<file path="config.mk">
export PLATFORM = sky130hd
export DESIGN_NAME = icp_top
export DESIGN_NICKNAME = d
export VERILOG_FILES = /design/src/hdl/icp_pkg.sv /design/src/hdl/icp_fifo.sv /design/src/hdl/icp_edge.sv /design/src/hdl/icp_top.sv
export SDC_FILE = /design/constraint.sdc
export NUM_CORES = 1
export LEC_CHECK = 0
export BUFFER_PORTS_ARGS = -buffer_cell sky130_fd_sc_hd__buf_4
export CAP_MARGIN = 20
export CORE_UTILIZATION = 55
export DETAILED_ROUTE_END_ITERATION = 10
export GPL_TIMING_DRIVEN = 0
export PLACE_DENSITY = 0.74
export REMOVE_ABC_BUFFERS = 1
export SLEW_MARGIN = 25
export SYNTH_ARGS = -nofsm -noshare
export SYNTH_HDL_FRONTEND = slang
export SYNTH_HIERARCHICAL = 1
export SYNTH_SLANG_ARGS = --single-unit
</file>
<file path="constraint.sdc">
create_clock -name mclk_i -period 3.8 [get_ports mclk_i]
set_input_delay 0.76 -clock mclk_i [delete_from_list [all_inputs] [get_ports mclk_i]]
set_output_delay 0.76 -clock mclk_i [all_outputs]
set_load 0.02 [all_outputs]
</file>
<file path="src/hdl/icp_pkg.sv">
// package: register offsets, field positions, modes and sizes for the capture pair
package icp_pkg;
  localparam int DW = 16;
  localparam int FIFO_DEPTH = 4;
  localparam int PTR_W = 2;
  localparam int CNT_W = 3;
  // register offsets (word index on the plain port)
  localparam logic [2:0] OFS_ODD_CTRL1 = 3'h0;
  localparam logic [2:0] OFS_ODD_CTRL2 = 3'h1;
  localparam logic [2:0] OFS_ODD_BUF   = 3'h2;
  localparam logic [2:0] OFS_EVEN_CTRL1 = 3'h4;
  localparam logic [2:0] OFS_EVEN_CTRL2 = 3'h5;
  localparam logic [2:0] OFS_EVEN_BUF   = 3'h6;
  // control one fields
  localparam int C1_MODE_LO = 0;
  localparam int C1_BNE     = 3;
  localparam int C1_IFREQ_LO = 5;
  localparam int C1_TSEL_LO = 10;
  // control two fields
  localparam int C2_SSEL_LO = 0;
  localparam int C2_TSTAT   = 6;
  localparam int C2_TRIG    = 7;
  localparam int C2_CASC    = 8;
  // writable masks
  localparam logic [15:0] C1_WMASK = 16'h1C67;
  localparam logic [15:0] C2_WMASK = 16'h01DF;
  localparam logic [15:0] CTRL_RST = 16'h0000;
  localparam logic [4:0]  SSEL_NONE = 5'h00;
  localparam logic [3:0]  PRE4_LAST = 4'h3;
  localparam logic [3:0]  PRE16_LAST = 4'hF;
  localparam logic [1:0]  IFREQ_ONE = 2'h0;
  typedef enum logic [2:0] {
    ICP_OFF   = 3'h0,
    ICP_EVERY = 3'h1,
    ICP_RISE  = 3'h3,
    ICP_FALL  = 3'h2,
    ICP_PRE4  = 3'h4,
    ICP_PRE16 = 3'h5
  } icp_mode_t;
  // state of one module: holding in reset, armed (waiting trigger), running
  typedef enum logic [1:0] {
    ICP_HOLD = 2'b00,
    ICP_ARM  = 2'b01,
    ICP_RUN  = 2'b11
  } icp_state_t;
endpackage

</file>
<file path="src/hdl/icp_fifo.sv">
// capture buffer: small flip-flop FIFO with pop on buffer read
`timescale 1ns/1ps
module icp_fifo
  import icp_pkg::*;
(
  // clock and reset
  input  wire logic                  mclk_i,
  input  wire logic                  rst_n_i,
  // control
  input  wire logic                  flush_i,
  input  wire logic                  push_i,
  input  wire logic [icp_pkg::DW-1:0] data_i,
  input  wire logic                  pop_i,
  // status
  output logic [icp_pkg::DW-1:0]      head_o,
  output logic                       not_empty_o
);
  logic [DW-1:0]    mem_q [FIFO_DEPTH];
  logic [PTR_W-1:0] wr_q;
  logic [PTR_W-1:0] rd_q;
  logic [CNT_W-1:0] cnt_q;
  logic             do_push;
  logic             do_pop;

  // a full buffer drops new captures; the oldest values are kept
  assign do_pop  = pop_i && (cnt_q != '0);
  assign do_push = push_i && (cnt_q != CNT_W'(FIFO_DEPTH) || do_pop);

  always_ff @(posedge mclk_i or negedge rst_n_i) begin
    if (!rst_n_i) begin
      wr_q  <= '0;
      rd_q  <= '0;
      cnt_q <= '0;
    end else if (flush_i) begin
      wr_q  <= '0;
      rd_q  <= '0;
      cnt_q <= '0;
    end else begin
      if (do_push) begin
        wr_q <= wr_q + 1'b1;
      end
      if (do_pop) begin
        rd_q <= rd_q + 1'b1;
      end
      cnt_q <= cnt_q + CNT_W'(do_push) - CNT_W'(do_pop);
    end
  end

  always_ff @(posedge mclk_i) begin
    if (do_push) begin
      mem_q[wr_q] <= data_i;
    end
  end

  assign head_o      = (cnt_q != '0) ? mem_q[rd_q] : '0;
  assign not_empty_o = (cnt_q != '0);
endmodule

</file>
<file path="src/hdl/icp_edge.sv">
// edge qualifier: edge detect plus 4/16 rising-edge prescaler
`timescale 1ns/1ps
module icp_edge
  import icp_pkg::*;
(
  // clock and reset
  input  wire logic       mclk_i,
  input  wire logic       rst_n_i,
  // control
  input  wire logic       run_i,
  input  wire logic [2:0] mode_i,
  input  wire logic       pin_i,
  // event
  output logic            event_o
);
  logic       pin_q;
  logic [3:0] pre_q;
  logic       rise;
  logic       fall;

  assign rise = pin_i && !pin_q;
  assign fall = !pin_i && pin_q;

  always_ff @(posedge mclk_i or negedge rst_n_i) begin
    if (!rst_n_i) begin
      pin_q <= 1'b0;
    end else begin
      pin_q <= pin_i;
    end
  end

  always_ff @(posedge mclk_i or negedge rst_n_i) begin
    if (!rst_n_i) begin
      pre_q <= '0;
    end else if (!run_i) begin
      pre_q <= '0;
    end else if (rise) begin
      pre_q <= pre_q + 1'b1;
    end
  end

  always_comb begin
    event_o = 1'b0;
    if (run_i) begin
      case (mode_i)
        ICP_EVERY: event_o = rise || fall;
        ICP_RISE:  event_o = rise;
        ICP_FALL:  event_o = fall;
        ICP_PRE4:  event_o = rise && (pre_q[1:0] == PRE4_LAST[1:0]);
        ICP_PRE16: event_o = rise && (pre_q == PRE16_LAST);
        default:   event_o = 1'b0;
      endcase
    end
  end
endmodule

</file>
<file path="src/hdl/icp_top.sv">
// input capture pair: odd/even modules, 16-bit each or cascaded 32-bit
// What this block does
// out of reset, modules capture independently, 16-bit
// cascade: odd low half, even high half
// odd counter wrap increments even counter
// cascade needs enable bit in both modules
// capture on rising edges or every transition
// capture every, 4th or 16th rising edge
// interrupt frequency field decimates interrupts independently
// not-empty flag set while FIFO holds data
// software drains buffer before configuring
// software picks nonzero sync source for sync/trigger
// software sets time base before enabling
// trigger bit selects sync or trigger; status clears
// software sets mode last of settings
// software enables sync source as last step
// software writes even cascade bit first
// pair gets identical time base and sync settings
// even with trigger clear follows odd module
// odd module fields govern cascaded unit
// cascaded sync: both held until source enabled
// capture only once mode is on and source enabled
// 32-bit read: odd low word, even high word
// captured value is count at qualified edge
`timescale 1ns/1ps
module icp_top
  import icp_pkg::*;
(
  // clock and reset
  input  wire logic        mclk_i,
  input  wire logic        rst_n_i,
  // register port
  input  wire logic [2:0]  addr_i,
  input  wire logic [15:0] wdata_i,
  input  wire logic        wr_i,
  input  wire logic        rd_i,
  output logic [15:0]      rdata_o,
  // time base clock enables, one bit per time base select code
  input  wire logic [7:0]  tb_tick_i,
  // sync/trigger sources, bit n is source n (bit 0 unused)
  input  wire logic [31:0] sync_src_i,
  // capture pins
  input  wire logic        cap_odd_i,
  input  wire logic        cap_even_i,
  // interrupt requests, one-cycle pulses
  output logic             irq_odd_o,
  output logic             irq_even_o
);
  import icp_pkg::*;

  logic [15:0] c1_q [2];
  logic [15:0] c2_q [2];
  logic [DW-1:0] cnt_q [2];
  icp_state_t    st_q [2];
  logic [1:0]    icnt_q [2];
  logic [1:0]    rd_ev;
  logic [1:0]    wr_c1;
  logic [1:0]    wr_c2;
  logic [1:0]    hit;
  logic [1:0]    ev;
  logic [1:0]    push;
  logic [1:0]    bne;
  logic [1:0]    tick;
  logic [1:0]    src_on;
  logic [1:0]    run;
  logic [1:0]    hold;
  logic [1:0]    trig_hit;
  logic [DW-1:0] head [2];
  logic [DW-1:0] fifo_d [2];
  logic [2:0]    mode_eff [2];
  logic [1:0]    ifreq [2];
  logic          casc;
  logic          odd_wrap;

  function automatic logic [4:0] f_ssel(input logic [15:0] c2);
    return c2[C2_SSEL_LO +: 5];
  endfunction

  function automatic logic [2:0] f_mode(input logic [15:0] c1);
    return c1[C1_MODE_LO +: 3];
  endfunction

  // codes 6 and 7 are unassigned and leave the module off like code 0
  function automatic logic f_on(input logic [2:0] md);
    return (md >= ICP_EVERY) && (md <= ICP_PRE16);
  endfunction

  function automatic logic [1:0] f_ifreq(input logic [15:0] c1);
    return c1[C1_IFREQ_LO +: 2];
  endfunction

  // index 0 is the odd module, index 1 the even module
  assign wr_c1 = {wr_i && addr_i == OFS_EVEN_CTRL1, wr_i && addr_i == OFS_ODD_CTRL1};
  assign wr_c2 = {wr_i && addr_i == OFS_EVEN_CTRL2, wr_i && addr_i == OFS_ODD_CTRL2};
  assign rd_ev = {rd_i && addr_i == OFS_EVEN_BUF, rd_i && addr_i == OFS_ODD_BUF};

  assign casc = c2_q[0][C2_CASC] && c2_q[1][C2_CASC];

  // per-module time base tick and source status
  always_comb begin
    for (int m = 0; m < 2; m++) begin
      tick[m]   = tb_tick_i[c1_q[m][C1_TSEL_LO +: 3]];
      src_on[m] = (f_ssel(c2_q[m]) != SSEL_NONE) && sync_src_i[f_ssel(c2_q[m])];
    end
  end

  // in cascade the odd module's mode governs both halves
  assign mode_eff[0] = f_mode(c1_q[0]);
  assign mode_eff[1] = casc ? f_mode(c1_q[0]) : f_mode(c1_q[1]);
  assign ifreq[0]    = f_ifreq(c1_q[0]);
  assign ifreq[1]    = casc ? f_ifreq(c1_q[0]) : f_ifreq(c1_q[1]);

  // sync: hold in reset while source off; trigger: wait for source then latch
  always_comb begin
    for (int m = 0; m < 2; m++) begin
      hold[m] = !f_on(mode_eff[m]) || !src_on[m];
      trig_hit[m] = src_on[m];
    end
    if (casc) begin
      hold[1] = hold[0];
    end
  end

  // a mode write never restarts a running module; only mode off, or a lost source with the trigger bit clear, does
  always_ff @(posedge mclk_i or negedge rst_n_i) begin
    if (!rst_n_i) begin
      st_q[0] <= ICP_HOLD;
      st_q[1] <= ICP_HOLD;
    end else begin
      for (int m = 0; m < 2; m++) begin
        case (st_q[m])
          ICP_HOLD: begin
            if (f_on(mode_eff[m])) begin
              st_q[m] <= ICP_ARM;
            end
          end
          ICP_ARM: begin
            if (!f_on(mode_eff[m])) begin
              st_q[m] <= ICP_HOLD;
            end else if (!hold[m]) begin
              st_q[m] <= ICP_RUN;
            end
          end
          ICP_RUN: begin
            if (!f_on(mode_eff[m])) begin
              st_q[m] <= ICP_HOLD;
            end else if (!c2_q[m][C2_TRIG] && hold[m]) begin
              st_q[m] <= ICP_ARM;
            end
          end
          default: st_q[m] <= ICP_HOLD;
        endcase
      end
      if (casc) begin
        st_q[1] <= st_q[0];
      end
    end
  end

  assign run[0] = (st_q[0] == ICP_RUN);
  assign run[1] = casc ? run[0] : (st_q[1] == ICP_RUN);

  // counters: 16-bit each, even one counts odd wraps in cascade
  // wrap is seen one cycle early so both halves step on the same edge
  assign odd_wrap = run[0] && tick[0] && (cnt_q[0] == '1);

  always_ff @(posedge mclk_i or negedge rst_n_i) begin
    if (!rst_n_i) begin
      cnt_q[0] <= '0;
    end else if (!run[0]) begin
      cnt_q[0] <= '0;
    end else if (tick[0]) begin
      cnt_q[0] <= cnt_q[0] + 1'b1;
    end
  end

  always_ff @(posedge mclk_i or negedge rst_n_i) begin
    if (!rst_n_i) begin
      cnt_q[1] <= '0;
    end else if (!run[1]) begin
      cnt_q[1] <= '0;
    end else if (casc ? odd_wrap : tick[1]) begin
      cnt_q[1] <= cnt_q[1] + 1'b1;
    end
  end

  // control registers; trigger status is set by hardware, set wins
  always_ff @(posedge mclk_i or negedge rst_n_i) begin
    if (!rst_n_i) begin
      c1_q[0] <= CTRL_RST;
      c1_q[1] <= CTRL_RST;
      c2_q[0] <= CTRL_RST;
      c2_q[1] <= CTRL_RST;
    end else begin
      for (int m = 0; m < 2; m++) begin
        if (wr_c1[m]) begin
          c1_q[m] <= wdata_i & C1_WMASK;
        end
        if (wr_c2[m]) begin
          c2_q[m] <= wdata_i & C2_WMASK;
        end
        if (c2_q[m][C2_TRIG] && trig_hit[m] && st_q[m] != ICP_HOLD) begin
          c2_q[m][C2_TSTAT] <= 1'b1;
        end
      end
    end
  end

  // edge qualifiers
  icp_edge u_edge_odd (
    .mclk_i  (mclk_i),
    .rst_n_i (rst_n_i),
    .run_i   (run[0]),
    .mode_i  (mode_eff[0]),
    .pin_i   (cap_odd_i),
    .event_o (hit[0])
  );

  icp_edge u_edge_even (
    .mclk_i  (mclk_i),
    .rst_n_i (rst_n_i),
    .run_i   (run[1]),
    .mode_i  (mode_eff[1]),
    .pin_i   (cap_even_i),
    .event_o (hit[1])
  );

  // in cascade the odd pin captures both halves together
  assign ev[0]   = hit[0];
  assign ev[1]   = casc ? hit[0] : hit[1];
  assign push    = ev;
  assign fifo_d[0] = cnt_q[0];
  assign fifo_d[1] = cnt_q[1];

  // buffers are never flushed by a mode change; software drains them first
  icp_fifo u_fifo_odd (
    .mclk_i      (mclk_i),
    .rst_n_i     (rst_n_i),
    .flush_i     (1'b0),
    .push_i      (push[0]),
    .data_i      (fifo_d[0]),
    .pop_i       (rd_ev[0]),
    .head_o      (head[0]),
    .not_empty_o (bne[0])
  );

  icp_fifo u_fifo_even (
    .mclk_i      (mclk_i),
    .rst_n_i     (rst_n_i),
    .flush_i     (1'b0),
    .push_i      (push[1]),
    .data_i      (fifo_d[1]),
    .pop_i       (rd_ev[1]),
    .head_o      (head[1]),
    .not_empty_o (bne[1])
  );

  // interrupt decimation: every (field+1)th capture event
  always_ff @(posedge mclk_i or negedge rst_n_i) begin
    if (!rst_n_i) begin
      icnt_q[0] <= '0;
      icnt_q[1] <= '0;
    end else begin
      for (int m = 0; m < 2; m++) begin
        if (!run[m]) begin
          icnt_q[m] <= '0;
        end else if (ev[m]) begin
          icnt_q[m] <= (icnt_q[m] == ifreq[m]) ? '0 : icnt_q[m] + 1'b1;
        end
      end
    end
  end

  always_ff @(posedge mclk_i or negedge rst_n_i) begin
    if (!rst_n_i) begin
      irq_odd_o  <= 1'b0;
      irq_even_o <= 1'b0;
    end else begin
      irq_odd_o  <= ev[0] && (icnt_q[0] == ifreq[0]);
      irq_even_o <= !casc && ev[1] && (icnt_q[1] == ifreq[1]);
    end
  end

  // read data, one cycle after the strobe; bne is live hardware state
  always_ff @(posedge mclk_i or negedge rst_n_i) begin
    if (!rst_n_i) begin
      rdata_o <= '0;
    end else if (rd_i) begin
      case (addr_i)
        OFS_ODD_CTRL1:  rdata_o <= c1_q[0] | (16'(bne[0]) << C1_BNE);
        OFS_ODD_CTRL2:  rdata_o <= c2_q[0];
        OFS_ODD_BUF:    rdata_o <= head[0];
        OFS_EVEN_CTRL1: rdata_o <= c1_q[1] | (16'(bne[1]) << C1_BNE);
        OFS_EVEN_CTRL2: rdata_o <= c2_q[1];
        OFS_EVEN_BUF:   rdata_o <= head[1];
        default:        rdata_o <= '0;
      endcase
    end else begin
      rdata_o <= '0;
    end
  end
endmodule

</file>
== After elaboration in Yosys (flattened, before gate mapping) ==
Memories as Yosys holds them, arrays and structs flattened.
Cells that the tools add are included.
Cells by class
  add/sub/neg operators: 14
  order comparisons: 8
  eq/ne operators: 40
  mux-type cells: 57
  bitwise logic cells: 2
  reduce and logical (&&, ||, !) cells: 64
Operator list (count)
  two-way mux 16 bit: 7
  one-hot mux 16 bit (6 select lines): 1
  two-way mux 2 bit: 18
  logical AND 1 bit: 34
  adder 16 x 1 -> 16 bit, second input constant: 2
  bitwise OR 13 x 4 -> 13 bit: 2
  equality test 3 bit, second input constant: 7
  equality test 16 bit, second input constant: 1
  two-way mux 1 bit: 16
  two-way mux 4 bit: 4
  equality test 3 x 2 -> 1 bit, second input constant: 5
  inequality test 3 bit, second input constant: 5
  two-way mux 7 bit: 2
  adder 2 x 1 -> 2 bit, second input constant: 6
  less-than comparator 5 x 6 -> 1 bit, second input constant: 2
  one-hot mux 2 bit (3 select lines): 2
  logical NOT 1 bit: 11
  binary-select mux 1 bit (select 5 bit): 2
  inequality test 2 bit, second input constant: 5
  one-hot mux 1 bit (5 select lines): 2
  nonzero test 5 bit: 2
  equality test 3 x 1 -> 1 bit, second input constant: 3
  adder 4 x 1 -> 4 bit, second input constant: 2
  equality test 2 bit, second input constant: 4
  18 further kinds: 40
Storage, ports and cells
  register bits: 114
  RAM bits: 128
  input bits: 65
  output and inout port bits: 18
  word-level logic and storage cells: 212
  memories: 2
Memories
  u_fifo_even.mem_q: words 4, width 16, read ports 1, clocked after Yosys merged registers in 0, wr ports 1, RTL line icp_fifo.sv:18  | logic [DW-1:0] mem_q [FIFO_DEPTH];
  u_fifo_odd.mem_q: words 4, width 16, read ports 1, clocked after Yosys merged registers in 0, wr ports 1, RTL line icp_fifo.sv:18

== Longest topological paths before layout ==
  depth after elaboration: 12
  gate-level depth with buffers: 20
  gate-level depth less buffers: 18

== Cells and area by module ==
The synthesis kept the hierarchy.
Modules (own cells, without submodules)
  icp_top: times used 1, cells an instance 485, area each 5286.3 sq um, seq. area each 2252.2 sq um
  icp_fifo (u_fifo_odd): times used 1, cells an instance 148, area each 2957.8 sq um, seq. area each 2097.0 sq um
  icp_fifo (u_fifo_even): times used 1, cells an instance 148, area each 2885.3 sq um, seq. area each 2097.0 sq um
  icp_edge: times used 2, cells an instance 29, area each 299.0 sq um, seq. area each 125.1 sq um

== Worst setup path before layout ==
Ideal clock, no wire load.
  path kind: register -> register
  start: register c2_q[24] (netlist name)
  end: register u_fifo_even.cnt_q[2]
  setup time: 119 ps
  arrival time: 3638 ps
  required time: 3681 ps
  setup slack: 44 ps
  cell stages (with the launch flop): 21
  path buffers: 4
  period minus slack after synthesis: 3756 ps
  cell sequence: dfrtp_1 buf_2 and2_1 clkbuf_1 a21boi_1 inv_1 clkbuf_1 buf_1 o211a_1 mux2i_1 inv_1 o41a_1 inv_1 ha_1 inv_1 ha_1 inv_1 fa_1 xnor2_1 xnor2_1 nor2_1
On the way
  elaborated cells between the ends (all ways): 14
  classes of those cells: add/sub (2); eq/ne (5); mux (5); reduce/logical (2)
RTL lines
  start: declaration: RTL line icp_top.sv:52  | logic [15:0] c2_q [2];
  start signal: indexed assignment: RTL line icp_top.sv:200  | c2_q[m] <= wdata_i & C2_WMASK;
  logical AND 1 bit: RTL line icp_top.sv:97  | assign casc = c2_q[0][C2_CASC] && c2_q[1][C2_CASC];
  two-way mux 1 bit: RTL line icp_top.sv:161  | assign run[1] = casc ? run[0] : (st_q[1] == ICP_RUN);
  via run[1]: RTL line icp_top.sv:65  | logic [1:0] run;
  two-way mux 1 bit: RTL line icp_edge.sv:44  | if (run_i) begin
  via hit[1]: RTL line icp_top.sv:59  | logic [1:0] hit;
  two-way mux 1 bit: RTL line icp_top.sv:230  | assign ev[1] = casc ? hit[0] : hit[1];
  via ev[1]: RTL line icp_top.sv:60  | logic [1:0] ev;
  logical AND 1 bit: RTL line icp_fifo.sv:27  | assign do_push = push_i && (cnt_q != CNT_W'(FIFO_DEPTH) || do_pop);
  adder 3 x 1 -> 3 bit: RTL line icp_fifo.sv:45  | cnt_q <= cnt_q + CNT_W'(do_push) - CNT_W'(do_pop);
  subtractor 3 x 1 -> 3 bit: RTL line icp_fifo.sv:45
  end signal: assignment: RTL line icp_fifo.sv:45
  end: declaration: RTL line icp_fifo.sv:21  | logic [CNT_W-1:0] cnt_q;
The timed path passes the listed nets, and every way through them passes these cells.
A chain may end at the register's enable or synchronous reset.

==> results.toml <==
[die]
num_rows = 53
die_x_um = 148
die_y_um = 148
die-area_sq_um = 21900
io_pins = 83
core_area_sq_um = 21000
start_util_pct = 56.0

[synth]
async_flop_share_pct = 47.1
yosys_warnings = 6
syn_inst = 839
avgSynthCellArea_sq_um = 14.0
synth_mux_area_share_pct = 17.7
ys.flop_type = "edfxtp_1"
yosysMostFrequentCell = "edfxtp_1"
yosysTopAreaCell = "edfxtp_1"
synth_top_cell_area_share_pct = 32.8
synth_xor_xnor_area_share_pct = 2.02
synth_compound_area_share_pct = 6.16
synth-edff-count = 128
yosys.area_share.adder_pct = 2.48
synthTopCellsByArea = "edfxtp_1 (33%), dfrtp_1 (24%), mux4_2 (11%)"
ys_seq_area_share_pct = 57.1
synth.cell_area_sq_um = 11700
synth_cell_types = 69
netlist_top_cells_count = "edfxtp_1 (128), dfrtp_1 (114), mux4_2 (55), nand2_1 (50), nor2_1 (42)"
synth_top_family_by_area = "multiplexers"
ys_ff_latch = 242
yosys.area_share.simple_pct = 11.7

[routing]
drc = 0
via_per_inst = 6.04
detail-route-antenna-nets = 0
routed_wl_mm = 25.1
routedWlPerCell_um = 20.9
initialDrtViolationCount = 470
vias = 7267
dr.pass1.iters = 5

[grt]
grt_pass1_wl_mm = 40.1
grt_max_degree = 64
grt_antenna_before_repair = 1
track_usage_pct = 23.9
grt_pass1_vias = 7170
gr-total-overflow = 0

[power]
leakagePower_uw = 0.00512
power-per-cell-area_nw_per_um2 = 489
vdd_drop_max_uv = 378
power_uw = 6530

[clocking]
clockRootBuffer = "clkbuf_16"
clk_latency_ps = 530
cts_tree = "yes"
htreeDepth = 1
cts_buffer_depth = 3
clk_pin_slew_ps = 60
hold_buffers = 0
cts_buffers = 25
numClockSinks = 242

[setup_path]
cp-start-kind = "flop"
cp_max_fo = 9
cp.arrival_ps = 3970
worstSetupStartpoint = "c2_q[24]"
required_ps = 4210
critPathKind = "reg -> reg"
crit_path_end_kind = "flop"
regToRegStartpoint = "c2_q[24]"

[timing]
timing.fmax_ghz = 0.280
period_share_pct = 93.9
fin_ws_ps = 233
worst_pin_slew_ps = 1010
finalSetupViolCount = 0
hold_viol_final = 0
rsz0062_at_grt = "false"
hold_ws_ps = 124
min_period_ps = 3570
slew_headroom_pct = 32.1
finalMaxSlewViolations = 0
finalClockSkew_ps = 14.3

[placement]
hpwlAfterDp_mm = 16.7
gp_congestion = 0.844
io_buffers = 77
pre_cts_slack_ps = -1470

[status]
status = "finished, final reports clean"

[finish]
n_fill_cell = 1581
finish.net_count = 995
syn2layout_area_growth_pct = 13.9
layout-drive-gt1-share_pct = 26.4

[hold_path]
worstHoldPathType = "in -> async"

[flow_run]
maxCapViolations = 0
==> kinds of logic (layout without fill, tap and decap cells) <==
kind of cell | after synthesis | count (layout)
adder cells (fa/ha/maj) | 22 | 22
buffers and inverters | 72 | 159
flip-flops | 242 | 242
AND/OR/NAND/NOR | 242 | 242
XOR/XNOR | 27 | 27
multiplexers | 129 | 129
AO/OA/AOI/OAI | 104 | 104
other | 1 | 3
==> registers in the layout (all words and copies together) (netlist names), 16 cells and up <==
signal             cells
u_fifo_odd/mem_q      64
c2_q                  16
c1_q                  16
rdata_o               16
cnt_q                 32
u_fifo_even/mem_q     64
==> repair_timing <==
action,4_1_cts,5_1_grt
pin swaps,1,0
cloned,1,0
endpoints found under the setup margin,71,1
gates resized for setup,4,5
buffers inserted,2,0
==> critical path: stages, from the launching register on <==
cell	delay [ps]
dfrtp_1	470
nand2_2	240
mux2_2	410
o21ai_0	160
a21oi_1	80
o211a_1	230
mux2i_2	250
inv_1	90
o41a_1	210
inv_1	90
ha_1	220
inv_1	50
ha_1	130
inv_1	50
fa_1	380
xnor2_1	180
xnor2_1	140
nor2_1	50
==> layer usage <==
layer  track usage, %  wire (um)
met4             5.93        453
met3             4.26       1800
met1             34.0      10900
met2             38.5      12000
met5                0          0
==> cell type report <==
cell class | count | area (sq um) | share of cell area (%)
antenna | 1 | 2.50 | 0.0187
clock buffer | 39 | 719 | 5.38
clock inverter | 7 | 88.8 | 0.665
inverter | 31 | 120 | 0.899
multi-input combinational | 526 | 4740 | 35.5
sequential | 242 | 6700 | 50.1
tap | 275 | 344 | 2.57
timing repair buffer | 81 | 643 | 4.81
timing repair inverter | 1 | 5.00 | 0.0375
==> layout by cell type (no fill, tap or decap), drive strengths merged, types with 8 or more instances in the layout <==
master    n
mux2     40
edfxtp  128
and3      8
xnor2    20
clkbuf   39
ha       20
mux4     57
nand3    17
nand2b   16
nand2    50
o21ai    20
nor2     42
buf      81
mux2i    32
and2     20
a211oi   10
nor2b    43
dfrtp   114
inv      31
nand4    11
a21oi    32
nor3     10
==> where the power goes <==
group / switching (uW) / internal, uW / total, uW
clock: 968 / 1440 / 2400
combinational: 525 / 489 / 1010
sequential: 211 / 2900 / 3110
==> stage by stage <==
step	area [sq um]	TNS, ps	utilization (%)	std cells
floorplan	11500	0	-	799
global placement	12400	-59340	59.3	1151
detailed placement	12500	-69450	59.7	1153
CTS	13300	0	63.7	1202
global route	13400	0	63.8	1202
finish	13400	0	63.8	1203
==> worst paths after layout <==
kind | cells past startpoint | to | slack [ps]
max | 17 | u_fifo_even/cnt_q[2] | 230
min | 1 | u_fifo_odd/cnt_q[1] | 120
max reg2reg | 17 | u_fifo_even/cnt_q[2] | 230
min reg2reg | 2 | c2_q[22] | 510
max in group asynchronous | 2 | u_fifo_even/rd_q[0] | 2970
min in group mclk_i | 1 | u_edge_even/pin_q | 370
(Power assumes the default switching activity.)
